<file path="src/rtl/tmc_defines.vh">
// Register offsets, field positions, reset values and mode codes of the timer block.
// Assumes a classic Wishbone slave with 32-bit aligned words.
`ifndef TMC_DEFINES_VH
`define TMC_DEFINES_VH

`define TMC_ADR_CTRL_A 4'h0
`define TMC_ADR_CTRL_B 4'h1
`define TMC_ADR_COUNT 4'h2
`define TMC_ADR_CMP_A 4'h3
`define TMC_ADR_CMP_B 4'h4
`define TMC_ADR_FLAGS 4'h5
`define TMC_ADR_IEN 4'h6
`define TMC_ADR_PORT 4'h7
`define TMC_ADR_ACK 4'h8

// Control A: [7:6] action A, [5:4] action B, [1:0] mode bits 1:0.
`define TMC_CA_ACT_A_HI 7
`define TMC_CA_ACT_A_LO 6
`define TMC_CA_ACT_B_HI 5
`define TMC_CA_ACT_B_LO 4
// Control B: [7] force A, [6] force B, [3] mode bit 2, [2:0] clock source.
`define TMC_CB_FORCE_A 7
`define TMC_CB_FORCE_B 6
`define TMC_CB_MODE2 3
`define TMC_CB_CS_HI 2
`define TMC_CB_CS_LO 0
// Flags and enables: [0] overflow, [1] match A, [2] match B.
`define TMC_FL_OVF 0
`define TMC_FL_MA 1
`define TMC_FL_MB 2
// Port register: [0] port value A, [1] port value B, [2] dir A, [3] dir B.
`define TMC_PT_VAL_A 0
`define TMC_PT_VAL_B 1
`define TMC_PT_DIR_A 2
`define TMC_PT_DIR_B 3

`define TMC_BOTTOM 8'h00
`define TMC_MAX 8'hff
`define TMC_RST_BYTE 8'h00

`define TMC_MODE_NORMAL 3'h0
`define TMC_MODE_PC_MAX 3'h1
`define TMC_MODE_CTC 3'h2
`define TMC_MODE_FAST_MAX 3'h3
`define TMC_MODE_PC_OCA 3'h5
`define TMC_MODE_FAST_OCA 3'h7

`define TMC_CS_STOP 3'h0
`define TMC_CS_EXT_FALL 3'h6
`define TMC_CS_EXT_RISE 3'h7

`endif

</file>
<file path="src/rtl/tmc_timer.v">
// 8-bit timer/counter with two compare channels, behind a classic Wishbone slave.
// Assumes the prescaler taps and the external pin are synchronous to clk_i.
// Functional notes
// - Each active tick moves the counter by one, direction chosen separately, or clears it at top in CTC and fast PWM.
// - Per mode, the counter clears, increments or decrements once per tick.
// - Clock source select of zero produces no ticks; counter stays stopped.
// - Software may read and write the counter at any time.
// - A software counter write beats a same-cycle clear or count.
// - Mode field: two low bits in control A, high bit in control B.
// - Overflow flag set at mode-dependent points; it can raise an interrupt.
// - Top when counter reaches its top value, bottom when counter is zero.
// - Two comparators continuously compare counter with compare values A and B.
// - A match sets its match flag on the next tick.
// - Enabled set flag raises an interrupt; servicing clears it in hardware.
// - Writing one to a flag bit clears that flag.
// - Compare values double buffered in PWM modes, direct in normal and CTC.
// - Buffered compare value copied to active register only at top or bottom.
// - Software reaches the buffer when buffering, else the active register.
// - Non-PWM force strobe updates output as a match, without flag or counter effect.
// - A counter write blocks all matches in the following tick, even stopped.
// - Waveform output registers keep their value across mode changes.
// - Output action is unbuffered; new action applies from next match.
// - Reset clears each waveform output register.
// - Nonzero action makes the waveform replace port value; direction stays from port.
// - Zero action means a match leaves the waveform output unchanged.
// - Bottom is zero, max 255; top is max or compare value A.
// - Mode 0 normal, 2 CTC on compare A, 3 and 7 fast PWM.
//
// The register addresses and register access over Wishbone were chosen for this implementation.
`timescale 1ns/1ns
`include "tmc_defines.vh"

module tmc_timer (
    input wire clk_i,
    input wire rst_i,
    input wire wb_cyc_i,
    input wire wb_stb_i,
    input wire wb_we_i,
    input wire [5:0] wb_adr_i,
    input wire [3:0] wb_sel_i,
    input wire [31:0] wb_dat_i,
    output reg [31:0] wb_dat_o,
    output reg wb_ack_o,
    input wire [6:0] presc_tick_i,
    input wire ext_pin_i,
    input wire irq_ack_ovf_i,
    input wire irq_ack_a_i,
    input wire irq_ack_b_i,
    output reg irq_ovf_o,
    output reg irq_a_o,
    output reg irq_b_o,
    output reg pin_a_o,
    output reg pin_a_oe_o,
    output reg pin_b_o,
    output reg pin_b_oe_o,
    output reg top_o,
    output reg bottom_o
);

    reg [7:0] ctrl_a_q;
    reg [2:0] cs_q;
    reg mode2_q;
    reg [7:0] count_value_q;
    reg [7:0] count_value_d;
    reg [7:0] compare_value_a_q;
    reg [7:0] compare_value_b_q;
    reg [7:0] buf_a_q;
    reg [7:0] buf_b_q;
    reg overflow_flag_q;
    reg match_flag_a_q;
    reg match_flag_b_q;
    reg [2:0] ien_q;
    reg [3:0] port_q;
    reg wave_out_a_q;
    reg wave_out_b_q;
    reg block_q;
    reg down_q;
    reg ext_q;
    reg ext_prev_q;

    wire [2:0] waveform_mode_field = {mode2_q, ctrl_a_q[1:0]};
    wire [1:0] act_a = ctrl_a_q[`TMC_CA_ACT_A_HI:`TMC_CA_ACT_A_LO];
    wire [1:0] act_b = ctrl_a_q[`TMC_CA_ACT_B_HI:`TMC_CA_ACT_B_LO];
    wire wr = wb_cyc_i & wb_stb_i & wb_we_i & ~wb_ack_o & wb_sel_i[0];
    wire [3:0] idx = wb_adr_i[5:2];
    wire [7:0] wbyte = wb_dat_i[7:0];

    // Modes 1 and 5 run phase correct; their sequencing is kept simple up/down.
    function is_pwm;
        input [2:0] m;
        begin
            is_pwm = m[0];
        end
    endfunction

    // Next waveform level for a match under a non-PWM or a PWM action code.
    function wave_match;
        input [1:0] act;
        input pwm;
        input cur;
        input down;
        begin
            if (act == 2'h0) begin
                wave_match = cur;
            end else if (act == 2'h1) begin
                wave_match = ~cur;
            end else if (!pwm) begin
                wave_match = act[0];
            end else begin
                wave_match = act[0] ^ down;
            end
        end
    endfunction

    wire pwm = is_pwm(waveform_mode_field);
    wire top_from_a = (waveform_mode_field == `TMC_MODE_CTC) ||
                      (waveform_mode_field == `TMC_MODE_PC_OCA) ||
                      (waveform_mode_field == `TMC_MODE_FAST_OCA);
    wire [7:0] top_val = top_from_a ? compare_value_a_q : `TMC_MAX;
    wire at_top = (count_value_q == top_val);
    wire at_bottom = (count_value_q == `TMC_BOTTOM);
    wire phase = (waveform_mode_field == `TMC_MODE_PC_MAX) || (waveform_mode_field == `TMC_MODE_PC_OCA);

    // Timer tick select: prescaler taps or edges of the external pin.
    reg timer_tick;
    always @* begin
        case (cs_q)
            `TMC_CS_STOP: timer_tick = 1'b0;
            `TMC_CS_EXT_FALL: timer_tick = ext_prev_q & ~ext_q;
            `TMC_CS_EXT_RISE: timer_tick = ~ext_prev_q & ext_q;
            default: timer_tick = presc_tick_i[cs_q];
        endcase
    end

    wire match_a = (count_value_q == compare_value_a_q) & ~block_q;
    wire match_b = (count_value_q == compare_value_b_q) & ~block_q;
    wire cnt_wr = wr && idx == `TMC_ADR_COUNT;
    wire force_wr = wr && idx == `TMC_ADR_CTRL_B && !pwm;

    reg next_down;
    always @* begin
        count_value_d = count_value_q;
        next_down = down_q;
        if (timer_tick) begin
            if (phase) begin
                if (at_top) begin
                    next_down = 1'b1;
                end else if (at_bottom) begin
                    next_down = 1'b0;
                end
                count_value_d = (next_down ? count_value_q - 8'h01 : count_value_q + 8'h01);
            end else if (at_top && top_from_a || at_top && pwm) begin
                count_value_d = `TMC_BOTTOM;
                next_down = 1'b0;
            end else begin
                count_value_d = count_value_q + 8'h01;
                next_down = 1'b0;
            end
        end
        if (cnt_wr) begin
            count_value_d = wbyte;
        end
    end

    always @(posedge clk_i) begin
        if (rst_i) begin
            ctrl_a_q <= `TMC_RST_BYTE;
            cs_q <= 3'h0;
            mode2_q <= 1'b0;
            count_value_q <= `TMC_RST_BYTE;
            compare_value_a_q <= `TMC_RST_BYTE;
            compare_value_b_q <= `TMC_RST_BYTE;
            buf_a_q <= `TMC_RST_BYTE;
            buf_b_q <= `TMC_RST_BYTE;
            overflow_flag_q <= 1'b0;
            match_flag_a_q <= 1'b0;
            match_flag_b_q <= 1'b0;
            ien_q <= 3'h0;
            port_q <= 4'h0;
            wave_out_a_q <= 1'b0;
            wave_out_b_q <= 1'b0;
            block_q <= 1'b0;
            down_q <= 1'b0;
            ext_q <= 1'b0;
            ext_prev_q <= 1'b0;
        end else begin
            ext_q <= ext_pin_i;
            ext_prev_q <= ext_q;
            count_value_q <= count_value_d;
            down_q <= next_down;
            // The block lasts until the next tick so a stopped timer still skips one match.
            if (cnt_wr) begin
                block_q <= 1'b1;
            end else if (timer_tick) begin
                block_q <= 1'b0;
            end
            if (wr && idx == `TMC_ADR_CTRL_A) begin
                ctrl_a_q <= wbyte;
            end
            if (wr && idx == `TMC_ADR_CTRL_B) begin
                cs_q <= wbyte[`TMC_CB_CS_HI:`TMC_CB_CS_LO];
                mode2_q <= wbyte[`TMC_CB_MODE2];
            end
            if (wr && idx == `TMC_ADR_IEN) begin
                ien_q <= wbyte[2:0];
            end
            if (wr && idx == `TMC_ADR_PORT) begin
                port_q <= wbyte[3:0];
            end
            // Writes reach the buffer in PWM modes, the active register otherwise.
            if (wr && idx == `TMC_ADR_CMP_A) begin
                if (pwm) begin
                    buf_a_q <= wbyte;
                end else begin
                    compare_value_a_q <= wbyte;
                    buf_a_q <= wbyte;
                end
            end
            if (wr && idx == `TMC_ADR_CMP_B) begin
                if (pwm) begin
                    buf_b_q <= wbyte;
                end else begin
                    compare_value_b_q <= wbyte;
                    buf_b_q <= wbyte;
                end
            end
            if (pwm && timer_tick && (phase ? at_top : at_bottom)) begin
                compare_value_a_q <= buf_a_q;
                compare_value_b_q <= buf_b_q;
            end
            // Flags: hardware set wins over a same-cycle software or service clear.
            if (timer_tick && match_a) begin
                match_flag_a_q <= 1'b1;
            end else if ((wr && idx == `TMC_ADR_FLAGS && wbyte[`TMC_FL_MA]) || irq_ack_a_i) begin
                match_flag_a_q <= 1'b0;
            end
            if (timer_tick && match_b) begin
                match_flag_b_q <= 1'b1;
            end else if ((wr && idx == `TMC_ADR_FLAGS && wbyte[`TMC_FL_MB]) || irq_ack_b_i) begin
                match_flag_b_q <= 1'b0;
            end
            if (timer_tick && (phase ? at_bottom : (pwm ? at_top : count_value_d == `TMC_BOTTOM &&
                    count_value_q == `TMC_MAX))) begin
                overflow_flag_q <= 1'b1;
            end else if ((wr && idx == `TMC_ADR_FLAGS && wbyte[`TMC_FL_OVF]) || irq_ack_ovf_i) begin
                overflow_flag_q <= 1'b0;
            end
            // Wave registers change only on match, force or fast PWM top; never on mode change.
            if (force_wr && wbyte[`TMC_CB_FORCE_A]) begin
                wave_out_a_q <= wave_match(act_a, 1'b0, wave_out_a_q, 1'b0);
            end else if (timer_tick && match_a) begin
                wave_out_a_q <= wave_match(act_a, pwm, wave_out_a_q, phase & down_q);
            end else if (timer_tick && pwm && !phase && at_top && act_a[1]) begin
                wave_out_a_q <= ~act_a[0];
            end
            if (force_wr && wbyte[`TMC_CB_FORCE_B]) begin
                wave_out_b_q <= wave_match(act_b, 1'b0, wave_out_b_q, 1'b0);
            end else if (timer_tick && match_b) begin
                wave_out_b_q <= wave_match(act_b, pwm, wave_out_b_q, phase & down_q);
            end else if (timer_tick && pwm && !phase && at_top && act_b[1]) begin
                wave_out_b_q <= ~act_b[0];
            end
        end
    end

    // Registered pins, interrupts and status; they trail the state by one clock.
    always @(posedge clk_i) begin
        if (rst_i) begin
            pin_a_o <= 1'b0;
            pin_b_o <= 1'b0;
            pin_a_oe_o <= 1'b0;
            pin_b_oe_o <= 1'b0;
            irq_ovf_o <= 1'b0;
            irq_a_o <= 1'b0;
            irq_b_o <= 1'b0;
            top_o <= 1'b0;
            bottom_o <= 1'b0;
        end else begin
            pin_a_o <= (act_a != 2'h0) ? wave_out_a_q : port_q[`TMC_PT_VAL_A];
            pin_b_o <= (act_b != 2'h0) ? wave_out_b_q : port_q[`TMC_PT_VAL_B];
            pin_a_oe_o <= port_q[`TMC_PT_DIR_A];
            pin_b_oe_o <= port_q[`TMC_PT_DIR_B];
            irq_ovf_o <= overflow_flag_q & ien_q[`TMC_FL_OVF];
            irq_a_o <= match_flag_a_q & ien_q[`TMC_FL_MA];
            irq_b_o <= match_flag_b_q & ien_q[`TMC_FL_MB];
            top_o <= at_top;
            bottom_o <= at_bottom;
        end
    end

    // Wishbone: one answer per request, acked one clock after it, unmapped words read zero.
    always @(posedge clk_i) begin
        if (rst_i) begin
            wb_ack_o <= 1'b0;
            wb_dat_o <= 32'h0;
        end else begin
            wb_ack_o <= wb_cyc_i & wb_stb_i & ~wb_ack_o;
            wb_dat_o <= 32'h0;
            if (wb_cyc_i & wb_stb_i & ~wb_we_i & ~wb_ack_o) begin
                case (idx)
                    `TMC_ADR_CTRL_A: wb_dat_o <= {24'h0, ctrl_a_q};
                    `TMC_ADR_CTRL_B: wb_dat_o <= {28'h0, mode2_q, cs_q};
                    `TMC_ADR_COUNT: wb_dat_o <= {24'h0, count_value_q};
                    `TMC_ADR_CMP_A: wb_dat_o <= {24'h0, pwm ? buf_a_q : compare_value_a_q};
                    `TMC_ADR_CMP_B: wb_dat_o <= {24'h0, pwm ? buf_b_q : compare_value_b_q};
                    `TMC_ADR_FLAGS: wb_dat_o <= {29'h0, match_flag_b_q, match_flag_a_q, overflow_flag_q};
                    `TMC_ADR_IEN: wb_dat_o <= {29'h0, ien_q};
                    `TMC_ADR_PORT: wb_dat_o <= {28'h0, port_q};
                    `TMC_ADR_ACK: wb_dat_o <= {30'h0, wave_out_b_q, wave_out_a_q};
                    default: wb_dat_o <= 32'h0;
                endcase
            end
        end
    end

endmodule

</file>
<file path="config.mk">
export PLATFORM = sky130hd
export DESIGN_NAME = tmc_timer
export DESIGN_NICKNAME = d
export VERILOG_FILES = /design/src/rtl/tmc_timer.v
export VERILOG_INCLUDE_DIRS = /design/src /design/src/rtl
export SDC_FILE = /design/constraint.sdc
export NUM_CORES = 1
export LEC_CHECK = 0
export ABC_AREA = 1
export BUFFER_PORTS_ARGS = -buffer_cell sky130_fd_sc_hd__buf_2
export CAP_MARGIN = 20
export CORE_ASPECT_RATIO = 1.5
export CORE_MARGIN = 3
export CORE_UTILIZATION = 50
export CTS_CLUSTER_DIAMETER = 30
export DETAILED_ROUTE_END_ITERATION = 8
export PLACE_DENSITY = 0.76
export SYNTH_ARGS = -nofsm -noshare
export SYNTH_HDL_FRONTEND = slang
export SYNTH_SLANG_ARGS = --single-unit
</file>
<file path="constraint.sdc">
create_clock -name clk_i -period 2.3 [get_ports clk_i]
set_clock_uncertainty 0.1 [all_clocks]
set_input_delay 0.115 -clock clk_i [delete_from_list [all_inputs] [get_ports clk_i]]
set_output_delay 0.115 -clock clk_i [all_outputs]
set_load 0.01 [all_outputs]
</file>
==> run summary, run 1 <==
Final ANT Viol Nets = 0
Netlist cell types = 46
Pwr Total = 3.14 mW
Dpl cells = 941
Number of global-route vias before repair = 5252
CP Data Arrival Time = 2.45 ns
Max Fclk = 0.442 GHz
Synthesized area = 0.00501 mm2
DR vias = 5437
Tcrit/Tclk final = 0.984
RSZ-0062 raised after global routing = yes
Crit path kind = reg -> reg
DP Worst Slack = -0.0665 ns
EDFF count, synth = 0
RR Startpoint = count_value_q[0]
Wire per inst = 17.5 um
CTS Root Cell = clkbuf_16
Final Setup Violations = 0
Final Max Tran Viols = 0
CTS tree = built
Area Overhead vs Synth = 25.4%
CTS Buf Count = 9
First-pass GRT wire length = 26.2 mm
CTS clk-pin slew, worst paths = 0.07 ns
Max_cap viols = 0
Vias per std cell = 5.56
Critical path data required time = 2.48 ns
Power Density = 500 mW/mm2
Fraction of registers with async set/reset = 0
GRT Total Usage = 0.304
Initial antenna violation count = 0
Reg2reg path depth = 20
Mean post-synth cell area = 6.70 um2
Core Rows = 44
DRC Markers = 0
Sequential area share after synthesis = 0.344
CTS Sinks = 86
Gr ovfl total = 0
Die W = 87.7 um
LEAKAGE = 2.91 nW
Min Tclk post-route = 2.26 ns
HPWL after detailed placement = 12.8 mm
Final cell count without fillers = 977
Initial Util = 0.514
CP Max Fanout = 8
Pin count of the biggest net entering global routing = 57
Worst Setup Slack, final = 0.0373 ns
H-tree Lvls = 3
Layout Nets = 917
Hold/Removal Path Class = in -> reg
Final number of hold-violating endpoints = 0
Initial drt markers = 532
Core footprint = 0.00974 mm2
Worst-margin pin slew = 0.527 ns
Antenna Cells = 0
Ys Warns = 0
Peak VDD IR = 0.629 mV
Status = complete, no violations
Hold Path End = wb_ack_o
Final Core Density = 0.644
Routed WL = 17.1 mm
Most used flip-flop cell after synthesis = dfxtp_1
Chip height = 129 um
Port bufs = 44
Setup slack, reg-to-reg = 0.04 ns
Synthesized instance count = 747
HP Start = wb_stb_i
Commonest non-fill, non-tap cell in the layout = nand2_1
Global placer's final weighted congestion = 1.05
Post-synthesis register bit count = 86
Clock Path Buffers = 2
CP endpoint kind = flop
Cell depth of the worst hold path = 5
Slew headroom = 0.649
Commonest non-fill, non-tap cells in the layout = nand2_1, inv_1, dfxtp_1
Share of layout cells above drive strength 1 = 0.247
FF-to-FF End = overflow_flag_q
Worst skew pair latency = 0.35 ns
Die Area = 0.0113 mm2
First-pass iteration count of the detailed router = 5
Worst Setup Start Kind = flop
Boundary pin count = 100
state kept, by name (all words and copies together) (netlist names), 3 cells and up:
signal,cells
ien_q,3
count_value_q,8
compare_value_a_q,8
port_q,4
compare_value_b_q,8
wb_dat_o,8
cs_q,3
ctrl_a_q,8
buf_a_q,8
buf_b_q,8
cell type report:
cell class / instances / area, um2
Sequential cell: 86 / 1750
Timing Repair Buffer: 123 / 870
Clock buffer: 10 / 239
Inverter: 129 / 489
Tap cell: 115 / 144
Clock inverter: 6 / 52.6
Multi-Input combinational cell: 508 / 2740
Fill cell: 899 / 3470
critical path, stage by stage (launching register included):
cell and delay, ns:
dfxtp_2 0.33, buf_6 0.13, nand2_2 0.07, nand2_1 0.06
nor2_2 0.13, nand2_2 0.09, nand2_4 0.11, nand3_4 0.15
nand2_8 0.14, nand2_4 0.08, nand2_2 0.06, nand2_1 0.05
nand2_1 0.08, nand2_1 0.07, nand2_2 0.07, nand2_1 0.05
nor2_1 0.11, nand2_1 0.06, nand2_1 0.06, nand2_1 0.07
a21oi_2 0.13
per-stage QoR:
step | hold WS (ns) | setup TNS, ns | instance area [um2]
3_5_place_dp | 0.241 | -0.0696 | 5610
2_1_floorplan | 0.0925 | 0 | 5090
4_1_cts | 0.0301 | 0 | 5970
6_report | 0.0331 | 0 | 6280
5_1_grt | 0.0437 | -0.0983 | 6280
3_3_place_gp | 0.214 | -0.0788 | 5610
kinds of logic (layout without fill, tap and decap cells):
| logic type | count (synthesis) | after routing | share of synthesized area |
|---|---|---|---|
| simple gates | 281 | 281 | 0.249 |
| compound gates | 192 | 192 | 0.225 |
| buf+inv | 176 | 268 | 0.160 |
| flops | 86 | 86 | 0.344 |
| xor+xnor | 7 | 7 | 0.0122 |
| fa+ha+maj | 2 | 2 | 0.00500 |
| mux | 2 | 2 | 0.00400 |
| other cells | 1 | 24 | 0.000749 |
worst max-delay path by stage:
stage,startpoint,cells past startpoint,slack (ns),endpoint
after floorplan,count_value_q[0],20,0.14,overflow_flag_q
after global placement,count_value_q[3],18,-0.08,overflow_flag_q
after detailed placement,count_value_q[2],18,-0.07,overflow_flag_q
after CTS,count_value_q[2],20,0.004,overflow_flag_q
after global routing,count_value_q[0],20,-0.09,overflow_flag_q
final,count_value_q[0],20,0.04,overflow_flag_q
cell usage after synthesis, types with 8 or more instances:
cell type	n	area [um2]
o221ai_1	10	87.6
buf_4	28	210
o22ai_1	20	125
o21ai_0	74	370
a21oi_1	58	290
dfxtp_1	86	1720
nand2_2	8	50.1
nand3_1	27	135
inv_1	122	458
nor2_1	71	267
clkbuf_1	12	45.0
nand2_1	148	556
where the power goes:
group	internal, mW	total [mW]	switching, mW	leakage (nW)
Combinational	0.0676	0.211	0.144	2.07
Sequential	1.49	1.50	0.00616	0.700
Clock	0.781	1.43	0.650	0.143
Total	2.34	3.14	0.800	2.91
what timing repair did:
action	CTS	global route
hold endpoints to repair	6	0
setup endpoints to repair	3	20
gates cloned	0	0
gates resized for setup	7	64
hold buffers	5	0
pin swaps	2	22
setup buffers	1	14
per-layer routing:
layer | vias to the layer above | routed length, um | global-route usage
li1 | 2606 | - | -
met1 | 2503 | 6490 | 0.358
met2 | 272 | 8540 | 0.521
met3 | 56 | 1230 | 0.0493
met4 | 0 | 808 | 0.159
met5 | - | 0 | 0
Note: power is estimated with default switching activity, not from simulation.
==> run 2, diff against run 1 <==
CORE_ASPECT_RATIO = 1.4   (was 1.5)
==> run 2 against run 1 <==
The run now ends with setup timing left. Sequential cell count did not move. Register-to-register slack got worse by 0.04 ns. First-iteration DRC count fell by 7.1%. Via count rose by 1.4%. Worst setup slack got worse by 0.043 ns. Sequential share of layout area barely moved. Combinational power barely moved. Count of clock-buffer cells in the layout rose by 2. Worst hold slack got worse by 0.033 ns. Critical endpoint unchanged. Largest power group unchanged.
==> run summary, run 2 (same netlist as run 1, synthesis figures left out) <==
Initial drt markers = 494 (was 532)
Die Area = 0.0113 mm2 (about the same)
Number of global-route vias before repair = 5266 (was 5252)
Final number of hold-violating endpoints = 0 (unchanged)
Hold/Removal Path Class = in -> reg (unchanged)
Worst skew pair latency = 0.34 ns (was 0.35 ns)
Min Tclk post-route = 2.31 ns (was 2.26 ns)
RR Startpoint = count_value_q[0] (unchanged)
Worst Setup Start Kind = flop (unchanged)
Core Rows = 42 (was 44)
Worst setup path startpoint = count_value_q[0] (unchanged)
Slew headroom = 0.656 (was 0.649)
CP endpoint kind = flop (unchanged)
RSZ-0062 raised after global routing = yes (unchanged)
Max Fclk = 0.434 GHz (was 0.442 GHz)
Layout Nets = 917 (unchanged)
DR vias = 5512 (was 5437)
CTS clk-pin slew, worst paths = 0.06 ns (was 0.07 ns)
Gr ovfl total = 0 (unchanged)
Die W = 90.6 um (was 87.7 um)
Area Overhead vs Synth = 25.7% (was 25.4%)
M1 GR Usage = 0.337 (was 0.358)
Wire per inst = 17.2 um (was 17.5 um)
Global placer's final weighted congestion = 1.01 (was 1.05)
Final Core Density = 0.654 (was 0.644)
Clock Path Buffers = 2 (unchanged)
Worst-margin pin slew = 0.517 ns (was 0.527 ns)
Core footprint = 0.00962 mm2 (was 0.00974 mm2)
Final ANT Viol Nets = 0 (unchanged)
HPWL after detailed placement = 12.7 mm (was 12.8 mm)
Initial Util = 0.521 (was 0.514)
Vias per std cell = 5.55 (was 5.56)
Peak VDD IR = 0.437 mV (was 0.629 mV)
Status = finished with violations (was complete, no violations)
M2 GR Usage = 0.491 (was 0.521)
CP Max Fanout = 6 (was 8)
Chip height = 124 um (was 129 um)
Commonest non-fill, non-tap cells in the layout = nand2_1, inv_1, dfxtp_1 (unchanged)
Critical path data required time = 2.42 ns (was 2.48 ns)
First-pass GRT wire length = 26.1 mm (was 26.2 mm)
Boundary pin count = 100 (unchanged)
Failing checks = setup timing
Tcrit/Tclk final = 1.00 (was 0.984)
Antenna Cells = 0 (unchanged)
Final Max Tran Viols = 0 (unchanged)
Port bufs = 44 (unchanged)
Setup TNS = -0.00601 ns (was 0 ns)
Initial antenna violation count = 0 (unchanged)
DRC Markers = 0 (unchanged)
LEAKAGE = 2.91 nW (about the same)
Pwr Total = 3.20 mW (was 3.14 mW)
CP Data Arrival Time = 2.43 ns (was 2.45 ns)
GRT busiest layer = met2 (unchanged)
Final Setup Violations = 1 (was 0)
Pin count of the biggest net entering global routing = 57 (unchanged)
CTS tree = built (unchanged)
Max_cap viols = 0 (unchanged)
First-pass iteration count of the detailed router = 5 (unchanged)
Worst Setup Slack, final = -0.00601 ns (was 0.0373 ns)
Setup slack, reg-to-reg = -0.006 ns (was 0.04 ns)
GRT met3 Usage = 0.0477 (was 0.0493)
Share of layout cells above drive strength 1 = 0.249 (was 0.247)
CTS Buf Count = 9 (unchanged)
H-tree Lvls = 3 (unchanged)
Crit path kind = reg -> reg (unchanged)
CTS Sinks = 86 (unchanged)
HP Start = wb_we_i (was wb_stb_i)
GRT Total Usage = 0.293 (was 0.304)
Power Density = 508 mW/mm2 (was 500 mW/mm2)
Fill cell count = 860 (was 899)
Commonest non-fill, non-tap cell in the layout = nand2_1 (unchanged)
Routed WL = 17.1 mm (about the same)
CTS Root Cell = clkbuf_16 (unchanged)
-- run 2: changes by cell type in the layout (fill, tap and decap cells not counted), moves of 2 or more --
cell,delta
nor2_4,-3
nand2_1,+5
nand3_2,+2
dfxtp_1,-2
nand2_4,-3
a21oi_2,+2
nand3_4,-2
nand2_2,-2
nor2_2,+6
inv_8,-2
nor2_1,-3
o21ai_0,-2
-- run 2: worst paths after layout --
kind                                   endpoint  depth (start not counted)
worst min-delay path                wb_dat_o[2]                          4
worst max register to register  overflow_flag_q                         17
worst max-delay path            overflow_flag_q                         17
worst min register to register       pin_a_oe_o                          2
-- run 2: metrics by stage --
stage                     setup WS (ns)  instance area, um2  instances  hold WS, ns
after global placement          -0.0961                5660        962        0.219
after detailed placement        -0.0982                5660        962        0.224
after CTS                       0.00186                6030        982      0.00222
after floorplan                   0.142                5090        770       0.0925
after global routing             -0.139                6290        993       0.0266
final                          -0.00601                6290        993    0.0000881
-- run 2: what timing repair did --
item                                   CTS  global route
setup buffers                            0            11
setup endpoints to repair                5            18
hold buffers                             5             0
resized for setup                        7            64
endpoints found under the hold margin    5             0
pin swaps                                0            15
-- run 2: report_power, final --
part	switching [mW]	internal [mW]
sequential	0.00610	1.49
clock	0.593	0.896
combinational	0.142	0.0664
-- run 2: critical path: stages, from the launching register on --
cell	delay, ns
dfxtp_2	0.34
buf_6	0.13
nand3_2	0.10
nor2_2	0.18
inv_1	0.09
nand2_2	0.09
nand3_4	0.13
buf_6	0.15
nand3_1	0.09
nand3_2	0.09
a21oi_2	0.22
nor2_2	0.07
nand2_1	0.08
nor2_2	0.06
nand2_1	0.06
nand2_1	0.06
nand2_1	0.08
a21oi_2	0.05
-- run 2: layout make-up --
type                       instances  area [um2]  share of cell area
clock buffer                      12         256              0.0408
inverter                         129         492              0.0781
multi-input combinational        508        2720               0.432
clock inverter                     3        43.8             0.00696
sequential                        86        1750               0.278
timing repair buffer             123         866               0.138
tap                              132         165              0.0262
-- run 2: per-layer routing --
layer | up-vias | part of all wire
met2 | 288 | 0.50
met1 | 2538 | 0.37
met5 | - | 0
li1 | 2606 | -
met4 | 0 | 0.061
met3 | 80 | 0.072
==> run 3, diff against run 2 <==
clock period = 2.1 ns   (was 2.3 ns; I/O delays follow)
==> run 3 against run 2 <==
The flow still finishes with violations (setup timing). Register-to-register slack got worse by 0.14 ns. Utilization rose by 5.3 points. Critical path depth rose by 1. Largest power group is now the clock network.
==> run summary, run 3 (same netlist as run 1, synthesis figures left out) <==
Final instance area = 0.00681 mm2 (was 0.00629 mm2)
Internal = 2.80 mW (was 2.45 mW)
Final Setup Violations = 17 (was 1)
Power Density = 536 mW/mm2 (was 508 mW/mm2)
Core Rows = 42 (unchanged)
Gr ovfl total = 0 (unchanged)
Dpl cell area = 0.00587 mm2 (was 0.00566 mm2)
HPWL after detailed placement = 13.2 mm (was 12.7 mm)
First-pass iteration count of the detailed router = 5 (unchanged)
Pwr Total = 3.65 mW (was 3.20 mW)
Failing checks = setup timing (unchanged)
Core footprint = 0.00962 mm2 (unchanged)
Crit path kind = reg -> reg (unchanged)
Boundary pin count = 100 (unchanged)
Initial antenna violation count = 0 (unchanged)
Share of layout cells above drive strength 1 = 0.308 (was 0.249)
CTS clk-pin slew, worst paths = 0.06 ns (about the same)
Slew headroom = 0.656 (about the same)
Max Fclk = 0.445 GHz (was 0.434 GHz)
Vias per std cell = 5.56 (was 5.55)
GRT Total Usage = 0.302 (was 0.293)
First-pass GRT wire length = 26.9 mm (was 26.1 mm)
CTS Buf Count = 9 (unchanged)
Chip height = 124 um (unchanged)
CP Max Fanout = 5 (was 6)
Peak VDD IR = 0.496 mV (was 0.437 mV)
Number of global-route vias before repair = 5311 (was 5266)
Area of the multi-input gates = 0.00285 mm2 (was 0.00272 mm2)
Hold/Removal Path Class = in -> reg (unchanged)
Fill cell count = 769 (was 860)
Worst Setup Slack, final = -0.149 ns (was -0.00601 ns)
Layout Nets = 958 (was 917)
RSZ-0062 raised after global routing = yes (unchanged)
DP Worst Slack = -0.243 ns (was -0.0982 ns)
Initial drt markers = 672 (was 494)
Status = finished with violations (unchanged)
HP Start = wb_we_i (unchanged)
Worst Setup Start Kind = flop (unchanged)
Clock Path Buffers = 2 (unchanged)
Seq. cell area = 0.00175 mm2 (about the same)
CTS tree = built (unchanged)
Worst setup path startpoint = count_value_q[4] (was count_value_q[0])
Commonest non-fill, non-tap cells in the layout = nand2_1, inv_1, buf_4 (was nand2_1, inv_1, dfxtp_1)
CTS Root Cell = clkbuf_16 (unchanged)
Die W = 90.6 um (unchanged)
Global placer's final weighted congestion = 0.998 (was 1.01)
Final number of hold-violating endpoints = 0 (unchanged)
Switching Power = 0.848 mW (was 0.742 mW)
DR vias = 5754 (was 5512)
Flop pwr share = 0.450 (was 0.469)
Commonest non-fill, non-tap cell in the layout = nand2_1 (unchanged)
Pin count of the biggest net entering global routing = 57 (unchanged)
RR Startpoint = count_value_q[4] (was count_value_q[0])
Sw frac = 0.232 (about the same)
Port bufs = 44 (unchanged)
Initial Util = 0.521 (unchanged)
Max_cap viols = 0 (unchanged)
Die Area = 0.0113 mm2 (unchanged)
Final Max Tran Viols = 0 (unchanged)
LEAKAGE = 3.16 nW (was 2.91 nW)
Min Tclk post-route = 2.25 ns (was 2.31 ns)
Antenna Cells = 0 (unchanged)
Area Overhead vs Synth = 35.9% (was 25.7%)
Hold slack = 0.00695 ns (was 0.0000881 ns)
CP endpoint kind = flop (unchanged)
CTS Sinks = 86 (unchanged)
DRC Markers = 0 (unchanged)
Routed WL = 18.3 mm (was 17.1 mm)
Wire per inst = 17.7 um (was 17.2 um)
Clk pwr share = 0.480 (was 0.466)
Worst skew pair latency = 0.34 ns (about the same)
CP Data Arrival Time = 2.43 ns (about the same)
Final Core Density = 0.708 (was 0.654)
H-tree Lvls = 3 (unchanged)
Worst-margin pin slew = 0.516 ns (was 0.517 ns)
Critical path data required time = 2.28 ns (was 2.42 ns)
Final ANT Viol Nets = 0 (unchanged)
Comb power frac = 0.070 (was 0.065)
Tcrit/Tclk final = 1.07 (was 1.00)
-- run 3: cell types whose count changed in the layout (fill, tap and decap cells not counted), moves of 8 or more --
cell / before / now
nand2_1: 141 / 127
o21ai_0: 68 / 60
buf_4: 68 / 103
o21ai_1: 5 / 13
nand2_2: 14 / 22
-- run 3: path summary, 6_finish.rpt --
| path | slack, ns | endpoint | depth (start not counted) |
|---|---|---|---|
| worst max-delay path | -0.15 | overflow_flag_q | 18 |
| worst min-delay path | 0.007 | wb_dat_o[0] | 4 |
| worst max register to register | -0.15 | overflow_flag_q | 18 |
| worst min register to register | 0.36 | pin_a_oe_o | 2 |
-- run 3: cell type report --
type                    instances  share of cell area
flip-flops and latches         86               0.256
clock inverters                 5              0.0121
multi-input cells             508               0.419
repair buffers                164               0.179
inverters                     129              0.0730
clock buffers                  11              0.0357
well taps                     132              0.0243
-- run 3: power groups by stage --
| stage | Sequential, mW | Clock, mW | Combinational, mW |
|---|---|---|---|
| after floorplan | 1.68 | 0 | 0.149 |
| after global placement | 1.68 | 0 | 0.212 |
| after detailed placement | 1.68 | 0 | 0.215 |
| after CTS | 1.64 | 1.76 | 0.229 |
| after global routing | 1.64 | 1.82 | 0.272 |
| final | 1.64 | 1.75 | 0.255 |
-- run 3: what timing repair did --
item	in CTS	in global routing
resized for setup	47	68
endpoints found under the setup margin	23	23
setup buffers	10	12
cloned	0	3
hold endpoints to repair	5	0
pin swaps	15	17
hold buffers	5	0
-- run 3: through the flow --
stage	std cells	setup TNS [ns]
2_1_floorplan	770	0
3_3_place_gp	989	-1.82
3_5_place_dp	989	-2.25
4_1_cts	1020	-0.0217
5_1_grt	1035	-3.57
6_report	1035	-0.932
-- run 3: worst max-delay path, stage by stage (launching register included) --
cell and delay (ns):
dfxtp_4 0.37, nand2_1 0.09, inv_1 0.06, nand2_1 0.12
inv_1 0.07, nor2_2 0.15, nor2_4 0.06, nand3_4 0.15
buf_4 0.15, nand3_1 0.06, nand3_1 0.10, a21oi_2 0.07
nor2_1 0.19, nand2_1 0.09, nor2_2 0.09, nand2_1 0.05
nand2_1 0.05, nand2_1 0.06, a21oi_2 0.11
-- run 3: layer usage --
layer | share of wire | global-route usage | vias to the layer above
met4 | 0.090 | 0.229 | 0
met2 | 0.47 | 0.488 | 340
li1 | - | - | 2689
met1 | 0.37 | 0.351 | 2610
met3 | 0.075 | 0.0532 | 115
met5 | 0 | 0 | -
